**src/hdl/apfc_defines.vh**
```
// constants for the amplifier protection and fault controller
`ifndef APFC_DEFINES_VH
`define APFC_DEFINES_VH
// register sub-addresses on the serial control port
`define APFC_REG_ERR_STATUS  8'h02
`define APFC_REG_SYS_CTRL2   8'h05
`define APFC_REG_RECOV_DLY   8'h1c
`define APFC_REG_OUT_MUX     8'h25
// error status bit positions
`define APFC_ERR_OC_BIT      0
`define APFC_ERR_OT_BIT      1
`define APFC_ERR_UV_BIT      2
// system control 2: single-ended plus bridged mode enable
`define APFC_MODE21_BIT      2
// reset values
`define APFC_ERR_STATUS_RST  8'h00
`define APFC_SYS_CTRL2_RST   8'h00
`define APFC_RECOV_DLY_RST   8'h01
`define APFC_OUT_MUX_RST     32'h01002345
// strapped 7-bit slave addresses
`define APFC_ADDR_STRAP_HI   7'h1b
`define APFC_ADDR_STRAP_LO   7'h1a
// output configurations
`define APFC_CFG_STEREO      2'h0
`define APFC_CFG_PARALLEL    2'h1
`define APFC_CFG_21          2'h2
// timing
`define APFC_CLK_FREQ_MHZ    20
`define APFC_RECOV_UNIT_US   1000
`define APFC_OC_PERSIST_NS   2000
`define APFC_OC_PERSIST_CYC  ((`APFC_OC_PERSIST_NS * `APFC_CLK_FREQ_MHZ) / 1000)
`define APFC_STRAP_SETTLE    2'h3
`endif

```
**src/hdl/apfc_top.v**
```verilog
// protection, fault pin and serial control slave of a class-d amplifier
`include "apfc_defines.vh"
module apfc_top #(
  parameter [23:0] RECOV_UNIT_CYC = `APFC_RECOV_UNIT_US * `APFC_CLK_FREQ_MHZ
) (
  input  wire        mclk_i,
  input  wire        sys_rst_i,
  input  wire        scl_i,
  input  wire        sda_i,
  output wire        sda_o,
  output wire        sda_oe_o,
  input  wire        adr_fault_i,
  output wire        adr_fault_o,
  output wire        adr_fault_oe_o,
  input  wire        parallel_bridge_select_i,
  input  wire [3:0]  oc_i,
  input  wire        ot_trip_i,
  input  wire        ot_cool_i,
  input  wire        uv_analog_i,
  input  wire [1:0]  uv_power_stage_i,
  input  wire        por_power_stage_ok_i,
  input  wire        por_analog_ok_i,
  input  wire [7:0]  soft_start_timing_pin_i,
  input  wire [7:0]  duty_target_i,
  output wire [3:0]  bridge_hiz_o,
  output wire [7:0]  duty_o,
  output wire [1:0]  output_config_o,
  output wire [31:0] output_mux_o,
  output wire        playback_o
);
  // serial slave states
  localparam [8:0] ST_IDLE = 9'h001, ST_ADDR = 9'h002, ST_AACK = 9'h004,
                   ST_SUB  = 9'h008, ST_SACK = 9'h010, ST_WR   = 9'h020,
                   ST_WACK = 9'h040, ST_RD   = 9'h080, ST_RACK = 9'h100;
  // protection states
  localparam [3:0] PS_POR = 4'h1, PS_RAMP = 4'h2, PS_RUN = 4'h4, PS_PROT = 4'h8;

  // last byte index of a register; only the output mux spans four bytes
  function [1:0] reg_last;
    input [7:0] a;
    begin
      reg_last = (a == `APFC_REG_OUT_MUX) ? 2'h3 : 2'h0;
    end
  endfunction

  // every pin but duty_target_i passes two flops; the first stage feeds only the second
  wire [22:0] pin_w = {soft_start_timing_pin_i, por_analog_ok_i, por_power_stage_ok_i,
                       uv_power_stage_i, uv_analog_i, ot_cool_i, ot_trip_i, oc_i,
                       parallel_bridge_select_i, adr_fault_i, sda_i, scl_i};
  reg  [22:0] sync1_r;
  reg  [22:0] sync2_r;
  always @(posedge mclk_i)
  begin
    if (sys_rst_i)
    begin
      // bus lines idle high; every fault and supply flag starts inactive
      sync1_r <= 23'h000003;
      sync2_r <= 23'h000003;
    end
    else
    begin
      sync1_r <= pin_w;
      sync2_r <= sync1_r;
    end
  end
  wire       scl_s  = sync2_r[0];
  wire       sda_s  = sync2_r[1];
  wire       adr_s  = sync2_r[2];
  wire       par_s  = sync2_r[3];
  wire [3:0] oc_s   = sync2_r[7:4];
  wire       ott_s  = sync2_r[8];
  wire       otc_s  = sync2_r[9];
  wire       uv_any = sync2_r[10] | sync2_r[11] | sync2_r[12];
  wire       por_ok = sync2_r[13] & sync2_r[14];
  wire [7:0] ss_s   = sync2_r[22:15];

  // bus edge and condition detection
  reg        scl_d_r;
  reg        sda_d_r;
  always @(posedge mclk_i)
  begin
    if (sys_rst_i)
    begin
      scl_d_r <= 1'b1;
      sda_d_r <= 1'b1;
    end
    else
    begin
      scl_d_r <= scl_s;
      sda_d_r <= sda_s;
    end
  end
  wire scl_rise = scl_s & ~scl_d_r;
  wire scl_fall = ~scl_s & scl_d_r;
  wire i2c_start = scl_s & scl_d_r & sda_d_r & ~sda_s;
  wire i2c_stop  = scl_s & scl_d_r & ~sda_d_r & sda_s;

  reg  [8:0]  st_r;
  reg  [3:0]  bit_r;
  reg  [7:0]  sh_r;
  reg  [7:0]  tx_r;
  reg  [7:0]  sub_r;
  reg  [1:0]  bidx_r;
  reg         rw_r;
  reg         nack_r;
  reg         sda_oe_r;
  reg  [6:0]  dev_addr_r;
  reg  [7:0]  err_r;
  reg  [7:0]  ctrl2_r;
  reg  [7:0]  recov_r;
  reg  [31:0] mux_r;
  reg  [23:0] mux_sh_r;
  reg  [7:0]  rd_byte;

  // read data for the current pointer, most significant byte first
  always @*
  begin
    rd_byte = 8'h00;
    if (sub_r == `APFC_REG_ERR_STATUS)
      rd_byte = err_r;
    else if (sub_r == `APFC_REG_SYS_CTRL2)
      rd_byte = ctrl2_r;
    else if (sub_r == `APFC_REG_RECOV_DLY)
      rd_byte = recov_r;
    else if (sub_r == `APFC_REG_OUT_MUX)
      rd_byte = mux_r[8*(3-bidx_r) +: 8];
  end

  wire wr_stb = scl_fall & (st_r == ST_WR) & (bit_r == 4'h8);
  wire rd_adv = scl_fall & (((st_r == ST_AACK) & rw_r) | ((st_r == ST_RACK) & ~nack_r));
  wire ptr_adv = wr_stb | rd_adv;

  // serial control slave; bits sampled at scl rise, driven after scl fall
  always @(posedge mclk_i)
  begin
    if (sys_rst_i)
    begin
      st_r <= ST_IDLE;
      bit_r <= 4'h0;
      sh_r <= 8'h00;
      tx_r <= 8'h00;
      sub_r <= 8'h00;
      bidx_r <= 2'h0;
      rw_r <= 1'b0;
      nack_r <= 1'b0;
      sda_oe_r <= 1'b0;
    end
    else if (i2c_start)
    begin
      st_r <= ST_ADDR;
      bit_r <= 4'h0;
      sda_oe_r <= 1'b0;
    end
    else if (i2c_stop)
    begin
      st_r <= ST_IDLE;
      sda_oe_r <= 1'b0;
    end
    else if (scl_rise)
    begin
      if ((st_r == ST_ADDR) | (st_r == ST_SUB) | (st_r == ST_WR))
      begin
        sh_r <= {sh_r[6:0], sda_s};
        bit_r <= bit_r + 4'h1;
      end
      else if (st_r == ST_RD)
        bit_r <= bit_r + 4'h1;
      else if (st_r == ST_RACK)
        nack_r <= sda_s;
    end
    else if (scl_fall)
    begin
      case (st_r)
        ST_ADDR:
          if (bit_r == 4'h8)
          begin
            if (sh_r[7:1] == dev_addr_r)
            begin
              st_r <= ST_AACK;
              sda_oe_r <= 1'b1;
              rw_r <= sh_r[0];
            end
            else
              st_r <= ST_IDLE; // other slave addressed: stay off the bus
          end
        ST_AACK, ST_RACK:
          if (rw_r & ~((st_r == ST_RACK) & nack_r))
          begin
            st_r <= ST_RD;
            tx_r <= rd_byte;
            sda_oe_r <= ~rd_byte[7];
            bit_r <= 4'h0;
          end
          else
          begin
            st_r <= (st_r == ST_RACK) ? ST_IDLE : ST_SUB;
            sda_oe_r <= 1'b0;
            bit_r <= 4'h0;
          end
        ST_SUB:
          if (bit_r == 4'h8)
          begin
            st_r <= ST_SACK;
            sda_oe_r <= 1'b1;
            sub_r <= sh_r;
            bidx_r <= 2'h0;
          end
        ST_SACK, ST_WACK:
        begin
          st_r <= ST_WR;
          sda_oe_r <= 1'b0;
          bit_r <= 4'h0;
        end
        ST_WR:
          if (bit_r == 4'h8)
          begin
            st_r <= ST_WACK;
            sda_oe_r <= 1'b1;
          end
        ST_RD:
          if (bit_r == 4'h8)
          begin
            st_r <= ST_RACK;
            sda_oe_r <= 1'b0;
          end
          else
          begin
            tx_r <= {tx_r[6:0], 1'b0};
            sda_oe_r <= ~tx_r[6];
          end
        default:
          st_r <= ST_IDLE;
      endcase
      // pointer walks through bytes, then on to the next register
      if (ptr_adv)
      begin
        if (bidx_r == reg_last(sub_r))
        begin
          sub_r <= sub_r + 8'h01;
          bidx_r <= 2'h0;
        end
        else
          bidx_r <= bidx_r + 2'h1;
      end
    end
  end

  // protection state
  reg  [3:0]  ps_r;
  reg  [1:0]  strap_cnt_r;
  reg         strap_done_r;
  reg  [7:0]  oc_cnt_r;
  reg         oc_latch_r;
  reg         ot_act_r;
  reg  [23:0] unit_cnt_r;
  reg  [7:0]  dly_cnt_r;
  reg  [7:0]  ss_cnt_r;
  reg  [7:0]  duty_r;
  reg  [3:0]  hiz_r;

  wire fault_now = oc_latch_r | ot_act_r | uv_any;
  wire [7:0] err_set = {5'h00, uv_any, ot_act_r, oc_latch_r};
  wire wr_err = wr_stb & (sub_r == `APFC_REG_ERR_STATUS);

  // registers; a write to error status can only clear, a new event wins
  always @(posedge mclk_i)
  begin
    if (sys_rst_i)
    begin
      err_r <= `APFC_ERR_STATUS_RST;
      ctrl2_r <= `APFC_SYS_CTRL2_RST;
      recov_r <= `APFC_RECOV_DLY_RST;
      mux_r <= `APFC_OUT_MUX_RST;
      mux_sh_r <= 24'h000000;
    end
    else
    begin
      err_r <= (wr_err ? (err_r & sh_r) : err_r) | err_set;
      if (wr_stb & (sub_r == `APFC_REG_SYS_CTRL2))
        ctrl2_r <= sh_r;
      if (wr_stb & (sub_r == `APFC_REG_RECOV_DLY))
        recov_r <= sh_r;
      if (wr_stb & (sub_r == `APFC_REG_OUT_MUX))
      begin
        // whole word commits only on its last byte
        if (bidx_r == 2'h3)
          mux_r <= {mux_sh_r, sh_r};
        else
          mux_sh_r <= {mux_sh_r[15:0], sh_r};
      end
    end
  end

  // power-up, protection, recovery and soft-start sequencing
  always @(posedge mclk_i)
  begin
    if (sys_rst_i)
    begin
      ps_r <= PS_POR;
      strap_cnt_r <= 2'h0;
      strap_done_r <= 1'b0;
      dev_addr_r <= `APFC_ADDR_STRAP_LO;
      oc_cnt_r <= 8'h00;
      oc_latch_r <= 1'b0;
      ot_act_r <= 1'b0;
      unit_cnt_r <= 24'h000000;
      dly_cnt_r <= 8'h00;
      ss_cnt_r <= 8'h00;
      duty_r <= 8'h00;
      hiz_r <= 4'hf;
    end
    else
    begin
      // strap read once after release, pin never sampled again
      if (~strap_done_r)
      begin
        strap_cnt_r <= strap_cnt_r + 2'h1;
        if (strap_cnt_r == `APFC_STRAP_SETTLE)
        begin
          strap_done_r <= 1'b1;
          dev_addr_r <= adr_s ? `APFC_ADDR_STRAP_HI : `APFC_ADDR_STRAP_LO;
        end
      end
      // thermal hysteresis: trip above hot point, release after cooling
      if (ott_s)
        ot_act_r <= 1'b1;
      else if (otc_s)
        ot_act_r <= 1'b0;
      // short overcurrent is only limited; persistent overcurrent latches
      if (|oc_s)
      begin
        if (oc_cnt_r == `APFC_OC_PERSIST_CYC)
          oc_latch_r <= 1'b1;
        else
          oc_cnt_r <= oc_cnt_r + 8'h01;
      end
      else
        oc_cnt_r <= 8'h00;
      case (ps_r)
        PS_POR:
        begin
          oc_cnt_r <= 8'h00;
          oc_latch_r <= 1'b0;
          duty_r <= 8'h00;
          if (por_ok & strap_done_r)
            ps_r <= PS_RAMP;
        end
        PS_RAMP, PS_RUN:
          if (fault_now)
          begin
            ps_r <= PS_PROT;
            duty_r <= 8'h00;
            unit_cnt_r <= 24'h000000;
            dly_cnt_r <= 8'h00;
          end
          else if (ps_r == PS_RUN)
            duty_r <= duty_target_i;
          else if (duty_r >= duty_target_i)
            ps_r <= PS_RUN;
          else if (ss_cnt_r >= ss_s)
          begin
            ss_cnt_r <= 8'h00;
            duty_r <= duty_r + 8'h01;
          end
          else
            ss_cnt_r <= ss_cnt_r + 8'h01;
        PS_PROT:
          if (dly_cnt_r >= recov_r)
          begin
            dly_cnt_r <= 8'h00;
            unit_cnt_r <= 24'h000000;
            if (~((|oc_s) | ot_act_r | uv_any))
            begin
              ps_r <= PS_RAMP;
              oc_latch_r <= 1'b0;
              ss_cnt_r <= 8'h00;
            end
          end
          else if (unit_cnt_r == RECOV_UNIT_CYC - 24'h000001)
          begin
            unit_cnt_r <= 24'h000000;
            dly_cnt_r <= dly_cnt_r + 8'h01;
          end
          else
            unit_cnt_r <= unit_cnt_r + 24'h000001;
        default:
          ps_r <= PS_POR;
      endcase
      // outputs hi-z outside ramp and run, on undervoltage or on latched faults
      if (((ps_r != PS_RAMP) & (ps_r != PS_RUN)) | fault_now)
        hiz_r <= 4'hf;
      else if (par_s)
        hiz_r <= {{2{|oc_s[3:2]}}, {2{|oc_s[1:0]}}};
      else
        hiz_r <= oc_s;
    end
  end

  assign sda_o          = 1'b0;
  assign sda_oe_o       = sda_oe_r;
  assign adr_fault_o    = 1'b0;
  // open drain: once the strap is read, pull low while any status bit or live fault stands
  assign adr_fault_oe_o = strap_done_r & ((|err_r) | fault_now);
  assign bridge_hiz_o   = hiz_r;
  assign duty_o         = duty_r;
  assign output_mux_o   = mux_r;
  assign playback_o     = (ps_r == PS_RUN);
  assign output_config_o = par_s ? `APFC_CFG_PARALLEL :
                           (ctrl2_r[`APFC_MODE21_BIT] ? `APFC_CFG_21 : `APFC_CFG_STEREO);
endmodule // apfc_top

```
**config.mk**
```make
export PLATFORM = sky130hd
export DESIGN_NAME = apfc_top
export DESIGN_NICKNAME = d
export VERILOG_FILES = /design/src/hdl/apfc_top.v
export VERILOG_INCLUDE_DIRS = /design/src /design/src/hdl
export SDC_FILE = /design/constraint.sdc
export NUM_CORES = 1
export LEC_CHECK = 0
export ABC_AREA = 1
export ABC_CLOCK_PERIOD_IN_PS = 4900
export BUFFER_PORTS_ARGS = -buffer_cell sky130_fd_sc_hd__buf_2
export CAP_MARGIN = 15
export CORE_ASPECT_RATIO = 1.4
export CORE_MARGIN = 8
export CORE_UTILIZATION = 43
export DETAILED_ROUTE_END_ITERATION = 7
export PLACE_DENSITY = 0.65
export RECOVER_POWER = 25
export SETUP_SLACK_MARGIN = 0.4
export SYNTH_ARGS = -nofsm -noshare
export SYNTH_HDL_FRONTEND = slang
export SYNTH_SLANG_ARGS = --single-unit
```
**constraint.sdc**
```tcl
create_clock -name mclk_i -period 4.9 [get_ports mclk_i]
set_input_delay 0.735 -clock mclk_i [delete_from_list [all_inputs] [get_ports mclk_i]]
set_output_delay 0.735 -clock mclk_i [all_outputs]
set_load 0.01 [all_outputs]
```
==> Yosys cells after proc, flatten, opt, wreduce, memory -nomap -nowiden <==
Index checks and enable logic that the tools add are counted.
{ "totals": {"out_inout_bits": 51, "word_cells": 269, "in_bits": 33, "regBits": 245} }
{ "classes": {"magnitude_cmp": 3, "n_reduce_logical": 41, "muxes": 80, "n_addsub": 10, "n_bitwise": 52, "n_eq_ne": 51, "shift": 1} }
{ "op_table": {"columns": ["op", "n"], "rows": [
  ["two-way mux 8 bit", 23],
  ["two-way mux 24 bit", 3],
  ["one-hot mux 9 bit (6 select lines)", 1],
  ["two-way mux 4 bit", 13],
  ["one-hot mux 24 bit (2 select lines)", 1],
  ["one-hot mux 8 bit (2 select lines)", 3],
  ["adder 8 x 1 -> 8 bit (second input constant)", 5],
  ["two-way mux 9 bit", 4],
  ["AND reduction 6 bit", 6],
  ["indexed part select 32 x 33 -> 8 bit", 1],
  ["adder 24 x 1 -> 24 bit (second input constant)", 1],
  ["== test 24 x 15 -> 1 bit (second input constant)", 1],
  ["greater-or-equal comparator 8 bit", 3],
  ["!= test 2 bit (second input constant)", 12],
  ["bitwise AND 1 bit", 22],
  ["two-way mux 2 bit", 11],
  ["!= test 4 bit (second input constant)", 5],
  ["== test 8 x 6 -> 1 bit (second input constant)", 2],
  ["inverter 1 bit", 16],
  ["nonzero test 2 bit", 8],
  ["OR reduction 2 bit", 8],
  ["two-way mux 1 bit", 14],
  ["two-way mux 7 bit", 2],
  ["one-hot mux 7 bit (2 select lines)", 1],
  ["other kinds (43)", 72]
]} }

==> Depth between registers and ports, before layout <==
{ "logic_depth": {"word_depth": 10, "depth_mapped": 16} }

==> Least setup slack after synthesis <==
Ideal clock, no wire load.
{ "synth_path": {"kind": "in2reg", "startpoint": "input port duty_target_i[5]", "endpoint": "register ss_cnt_r[1]", "path_stages": 10, "setup_slack_ps": 2826, "arrival_ps": 1958, "n_path_buf": 0, "setup_ps": 116, "cell_sequence": "inv_1 ha_1 a21oi_1 nor2_1 nor2_1 nand3_1 nand2_1 nand4_1 o21ai_0 nor2_1"} }
{ "synth_between": {"elab_chain_cells": 3} }
{ "synth_rtl": {"columns": ["element", "line_no", "rtl"], "rows": [
  ["start, declared", "apfc_top.v:24", "input wire [7:0] duty_target_i,"],
  ["greater-or-equal comparator 8 bit", "apfc_top.v:358", "else if (duty_r >= duty_target_i)"],
  ["!= test 2 bit (no line)", null, null],
  ["AND reduction 6 bit (no line)", null, null],
  ["end signal, assigned", "apfc_top.v:366", "ss_cnt_r <= ss_cnt_r + 8'h01;"],
  ["end, declared", "apfc_top.v:257", "reg [7:0] ss_cnt_r;"]
]} }
Every way passes these cells.
A chain may end at the register's enable or synchronous reset.

==> Worst setup path in the final report <==
{ "layout_path": {"startpoint": "register ps_r[0]", "endpoint": "register unit_cnt_r[11]"} }
{ "layout_between": {"elab_chain_cells": 4} }
{ "layout_rtl": {"columns": ["element", "line_no", "rtl"], "rows": [
  ["start, declared", "apfc_top.v:249", "reg [3:0] ps_r;"],
  ["start signal, assigned", "apfc_top.v:299", "ps_r <= PS_POR;"],
  ["start signal, assigned", "apfc_top.v:346", "ps_r <= PS_RAMP;"],
  ["start signal, assigned", "apfc_top.v:351", "ps_r <= PS_PROT;"],
  ["== test 4 x 3 -> 1 bit or == test 4 x 2 -> 1 bit (tied branches)", "apfc_top.v:339", "case (ps_r)"],
  ["OR reduction 2 bit", "apfc_top.v:339", null],
  ["!= test 2 bit (no line) or nonzero test 2 bit (tied branches)", null, null],
  ["AND reduction 2 bit (no line)", null, null],
  ["end signal, assigned", "apfc_top.v:385", "unit_cnt_r <= unit_cnt_r + 24'h000001;"],
  ["end, declared", "apfc_top.v:255", "reg [23:0] unit_cnt_r;"]
]} }
Several ways; a longest one is shown, not always the timed one.

==> metrics.md <==
| Metric | Value |
|---|---|
| Worst Reg2Reg Path Length in Cells | 8 |
| CP most frequent cell | nand2_1 |
| Ant diodes | 0 |
| Post-synthesis register bit count | 239 |
| Max FO, Critical Path | 24 |
| Cell Pwr Density | 327 mW/mm^2 |
| Largest family of logic cells by synthesized area | simple AND/OR/NAND/NOR gates |
| Global-route congestion overflow total | 0 |
| DRC violations left | 0 |
| Highest-delay cell along the critical path | nand2_1 |
| Finished layout cell area | 0.0138 mm^2 |
| Post-DP HPWL | 23200 um |
| Num CTS Buffers | 25 |
| R2R Path End | unit_cnt_r[11]$_SDFFE_PP0P_ |
| Switching Power | 1.18 mW |
| Ports | 84 |
| CP Launch Type | flop |
| Worst-Skew Late Latency | 540 ps |
| Ys Warns | 0 |
| CTS tree | done |
| Mapped Area | 0.0124 mm^2 |
| Final hold vios | 0 |
| Num Clock Sinks | 239 |
| Comb pwr share | 0.107 |
| CP cell instances | nor2_1 -> nand3_1 -> nand2_1 -> nand2_1 -> nand2_2 -> nand2_1 -> nand2_1 -> nor3_1 |
| CP Depth | 8 |
| Drt initial violations | 640 |
| Crit-path max cell delay | 460 ps |
| Antenna viol nets, final | 0 |
| CP Capture Type | flop |
| CTS-repair resized insts | 0 |
| Filler cells | 2832 |
| Worst min path class | input port to flop |
| Fin Setup TNS | 0 ps |
| PortBufs | 81 |
| Largest net degree at the start of global routing | 92 |
| Max-cap check violation count | 0 |
| Post-synthesis compound-gate area fraction | 0.131 |
| Fmax | 362 MHz |
| Fraction of layout cells with a size suffix above 1 | 0.108 |
| Post-synthesis adder-cell area fraction | 0.0424 |
| Via count | 11100 |
| CP bufs+invs | 0 |
| Dpl cell area | 0.0130 mm^2 |
| Routed wire length | 31100 um |
| Final min period | 2760 ps |
| Syn-to-layout area delta | 11.5% |
| Critical register-to-register path startpoint | ps_r[0]$_SDFFE_PP1P_ |
| Required @ worst endpoint | 5300 ps |
| First-pass GRT wire length | 51400 um |
| Slew Limit Fails | 0 |
| Antenna violations before repair | 0 |
| Slew HR | 0.277 |
| Cell class contributing the biggest share of worst-path delay | simple AND/OR/NAND/NOR gates |
| Multiplexer area fraction after synthesis | 0 |
| H-Tree Depth | 1 |
| Worst-path clk slew | 60 ps |
| Vias per Instance | 5.05 |
| Internal power | 3.34 mW |
| Data arrival, critical path | 3160 ps |
| Crit path launch | ps_r[0]$_SDFFE_PP1P_ |
| Cell variety after synth | 54 |
| Mapped Cells | 1760 |
| Post-Synth Simple-Gate Area | 0.313 |
| Reg2Reg Setup Slack | 2140 ps |
| Worst Setup EP | unit_cnt_r[11]$_SDFFE_PP0P_ |
| Postcts setup bufs | 0 |
| Clock power frac | 0.439 |
| RSZ-0062 raised after global routing | no |
| Gpl congestion | 0.895 |
| Layout Nets | 1882 |
| Crit path kind | flop to flop |
| Post-Synth XOR/XNOR Area | 0.0184 |
| Final setup viols | 0 |
| Drt pass-1 iters | 5 |
| Leak pwr | 6.03 nW |
| Least-Margin Pin Slew | 1080 ps |
| Starting Density | 0.437 |
| Tcrit/Tclk final | 0.563 |
| Sequential share of power | 0.454 |
| Worst VDD drop | 0.236 mV |
| Avg WL per Cell | 14.1 um |
| FP Rows | 73 |
| Outcome | finished clean |
| Vias in the first global route | 10600 |
| Seq/Total Area, Yosys | 0.386 |
| Die Area | 0.0346 mm^2 |
| Net Sw Frac | 0.261 |
| Syn_area_per_cell | 7.05 um^2 |
| Worst Clk Skew | 17.0 ps |
| DIE HEIGHT | 217 um |
| Clock root buffer | clkbuf_16 |
| Post-CTS Hold Fix Bufs | 0 |
| CORE AREA | 0.0284 mm^2 |
| Global Route Usage Sum | 0.175 |
| Chip Width | 160 um |
| CTS max path bufs | 3 |
## per-stage QoR
step	worst slack, ps	util	hold WS (ps)	power, mW	std cells
3_5_place_dp	1870	0.456	392	2.58	2154
3_3_place_gp	1920	0.456	391	2.57	2154
4_1_cts	2080	0.487	367	4.57	2200
2_1_floorplan	2830	-	388	2.45	1761
6_report	2140	0.487	396	4.51	2201
5_1_grt	1860	0.487	387	4.72	2201
## worst min-delay path by stage
stage / from / end / depth (start not counted)
2_1_floorplan: sync1_r[10]$_SDFF_PP0_ / sync2_r[10]$_SDFF_PP0_ / 2
4_1_cts: uv_power_stage_i[0] / sync1_r[11]$_SDFF_PP0_ / 3
5_1_grt: sda_i / sync1_r[1]$_SDFF_PP1_ / 2
3_5_place_dp: sync1_r[20]$_SDFF_PP0_ / sync2_r[20]$_SDFF_PP0_ / 2
3_3_place_gp: sync1_r[2]$_SDFF_PP0_ / sync2_r[2]$_SDFF_PP0_ / 2
6_report: uv_power_stage_i[0] / sync1_r[11]$_SDFF_PP0_ / 3
## cells by family after synthesis
family          count (synthesis)
compound gates                238
xor+xnor                       26
fa+ha+maj                      42
buf+inv                       333
flops                         239
other cells                     1
simple gates                  881
## cell usage after synthesis (all sizes together)
cell / n / area [um^2]
xnor2: 7 / 61.3
nor2: 303 / 1220
conb: 1 / 3.75
nor3: 27 / 150
a21oi: 75 / 379
o21bai: 1 / 7.51
dfxtp: 239 / 4780
nand3b: 2 / 15.0
nor4: 5 / 31.3
o211ai: 30 / 225
xor2: 19 / 166
nor4b: 1 / 8.76
ha: 42 / 526
a21boi: 1 / 7.51
o22ai: 6 / 37.5
nand3: 127 / 683
a31o: 1 / 8.76
a21o: 2 / 15.0
nand2: 352 / 1350
clkinv: 3 / 11.3
and3: 2 / 12.5
and2: 1 / 6.26
nor3b: 5 / 37.5
o21ai: 49 / 272
or2: 14 / 87.6
nand4: 42 / 278
a31oi: 7 / 43.8
a211oi: 65 / 623
o31ai: 1 / 7.51
inv: 265 / 997
buf: 32 / 211
clkbuf: 33 / 134
## area by class of cell
class / count / area, um^2 / share of cell area
Multi-Input combinational cell: 1189 / 6270 / 0.453
Sequential cell: 239 / 4780 / 0.346
Inverter: 268 / 1010 / 0.0730
Clock buffer: 35 / 723 / 0.0523
Tap cell: 375 / 469 / 0.0339
Timing Repair Buffer: 84 / 425 / 0.0308
Clock inverter: 11 / 144 / 0.0104
## power by group through the flow
stage	Clock (mW)	Sequential [mW]	Combinational, mW
4_1_cts	2.04	2.05	0.488
6_report	1.98	2.05	0.483
2_1_floorplan	0	2.08	0.374
3_3_place_gp	0	2.09	0.480
5_1_grt	2.11	2.05	0.555
3_5_place_dp	0	2.09	0.485
## registers in the layout, summed over array words and instances, names as in the netlist, 9 cells and up
register / cells
sync1_r: 23
mux_sh_r: 24
output_mux_o: 32
sync2_r: 23
st_r: 9
unit_cnt_r: 24
## metal layers
metal / global-route usage / vias to the layer above / share of wire
met2: 0.335 / 257 / 0.51
met3: 0.0213 / 78 / 0.038
met4: 0.0772 / 0 / 0.038
met5: 0 / - / 0
met1: 0.190 / 5008 / 0.41
li1: - / 5772 / -
## worst reg2reg max path, cell delays in order (launching register included)
cell and delay (ps):
dfxtp_1 330, nor2_1 180, nand3_1 140, nand2_1 430, nand2_1 200, nand2_2 400, nand2_1 370, nand2_1 460
nor3_1 120
## cells in the final DEF (no fill, tap or decap), types with 6 or more instances in the layout
| cell | instances |
|---|---|
| a211oi_1 | 38 |
| a211oi_2 | 27 |
| a21oi_1 | 74 |
| a31oi_1 | 7 |
| buf_2 | 63 |
| clkbuf_1 | 21 |
| clkbuf_16 | 25 |
| clkbuf_8 | 6 |
| dfxtp_1 | 239 |
| ha_1 | 42 |
| inv_1 | 255 |
| inv_2 | 9 |
| nand2_1 | 343 |
| nand2_2 | 7 |
| nand3_1 | 119 |
| nand3_2 | 7 |
| nand4_1 | 41 |
| nor2_1 | 289 |
| nor2_2 | 7 |
| nor2_4 | 6 |
| nor3_1 | 24 |
| o211ai_1 | 30 |
| o21ai_0 | 44 |
| o22ai_1 | 6 |
| or2_2 | 12 |
| xnor2_1 | 7 |
| xor2_1 | 19 |
No activity file was read; power rests on OpenSTA's default activity.
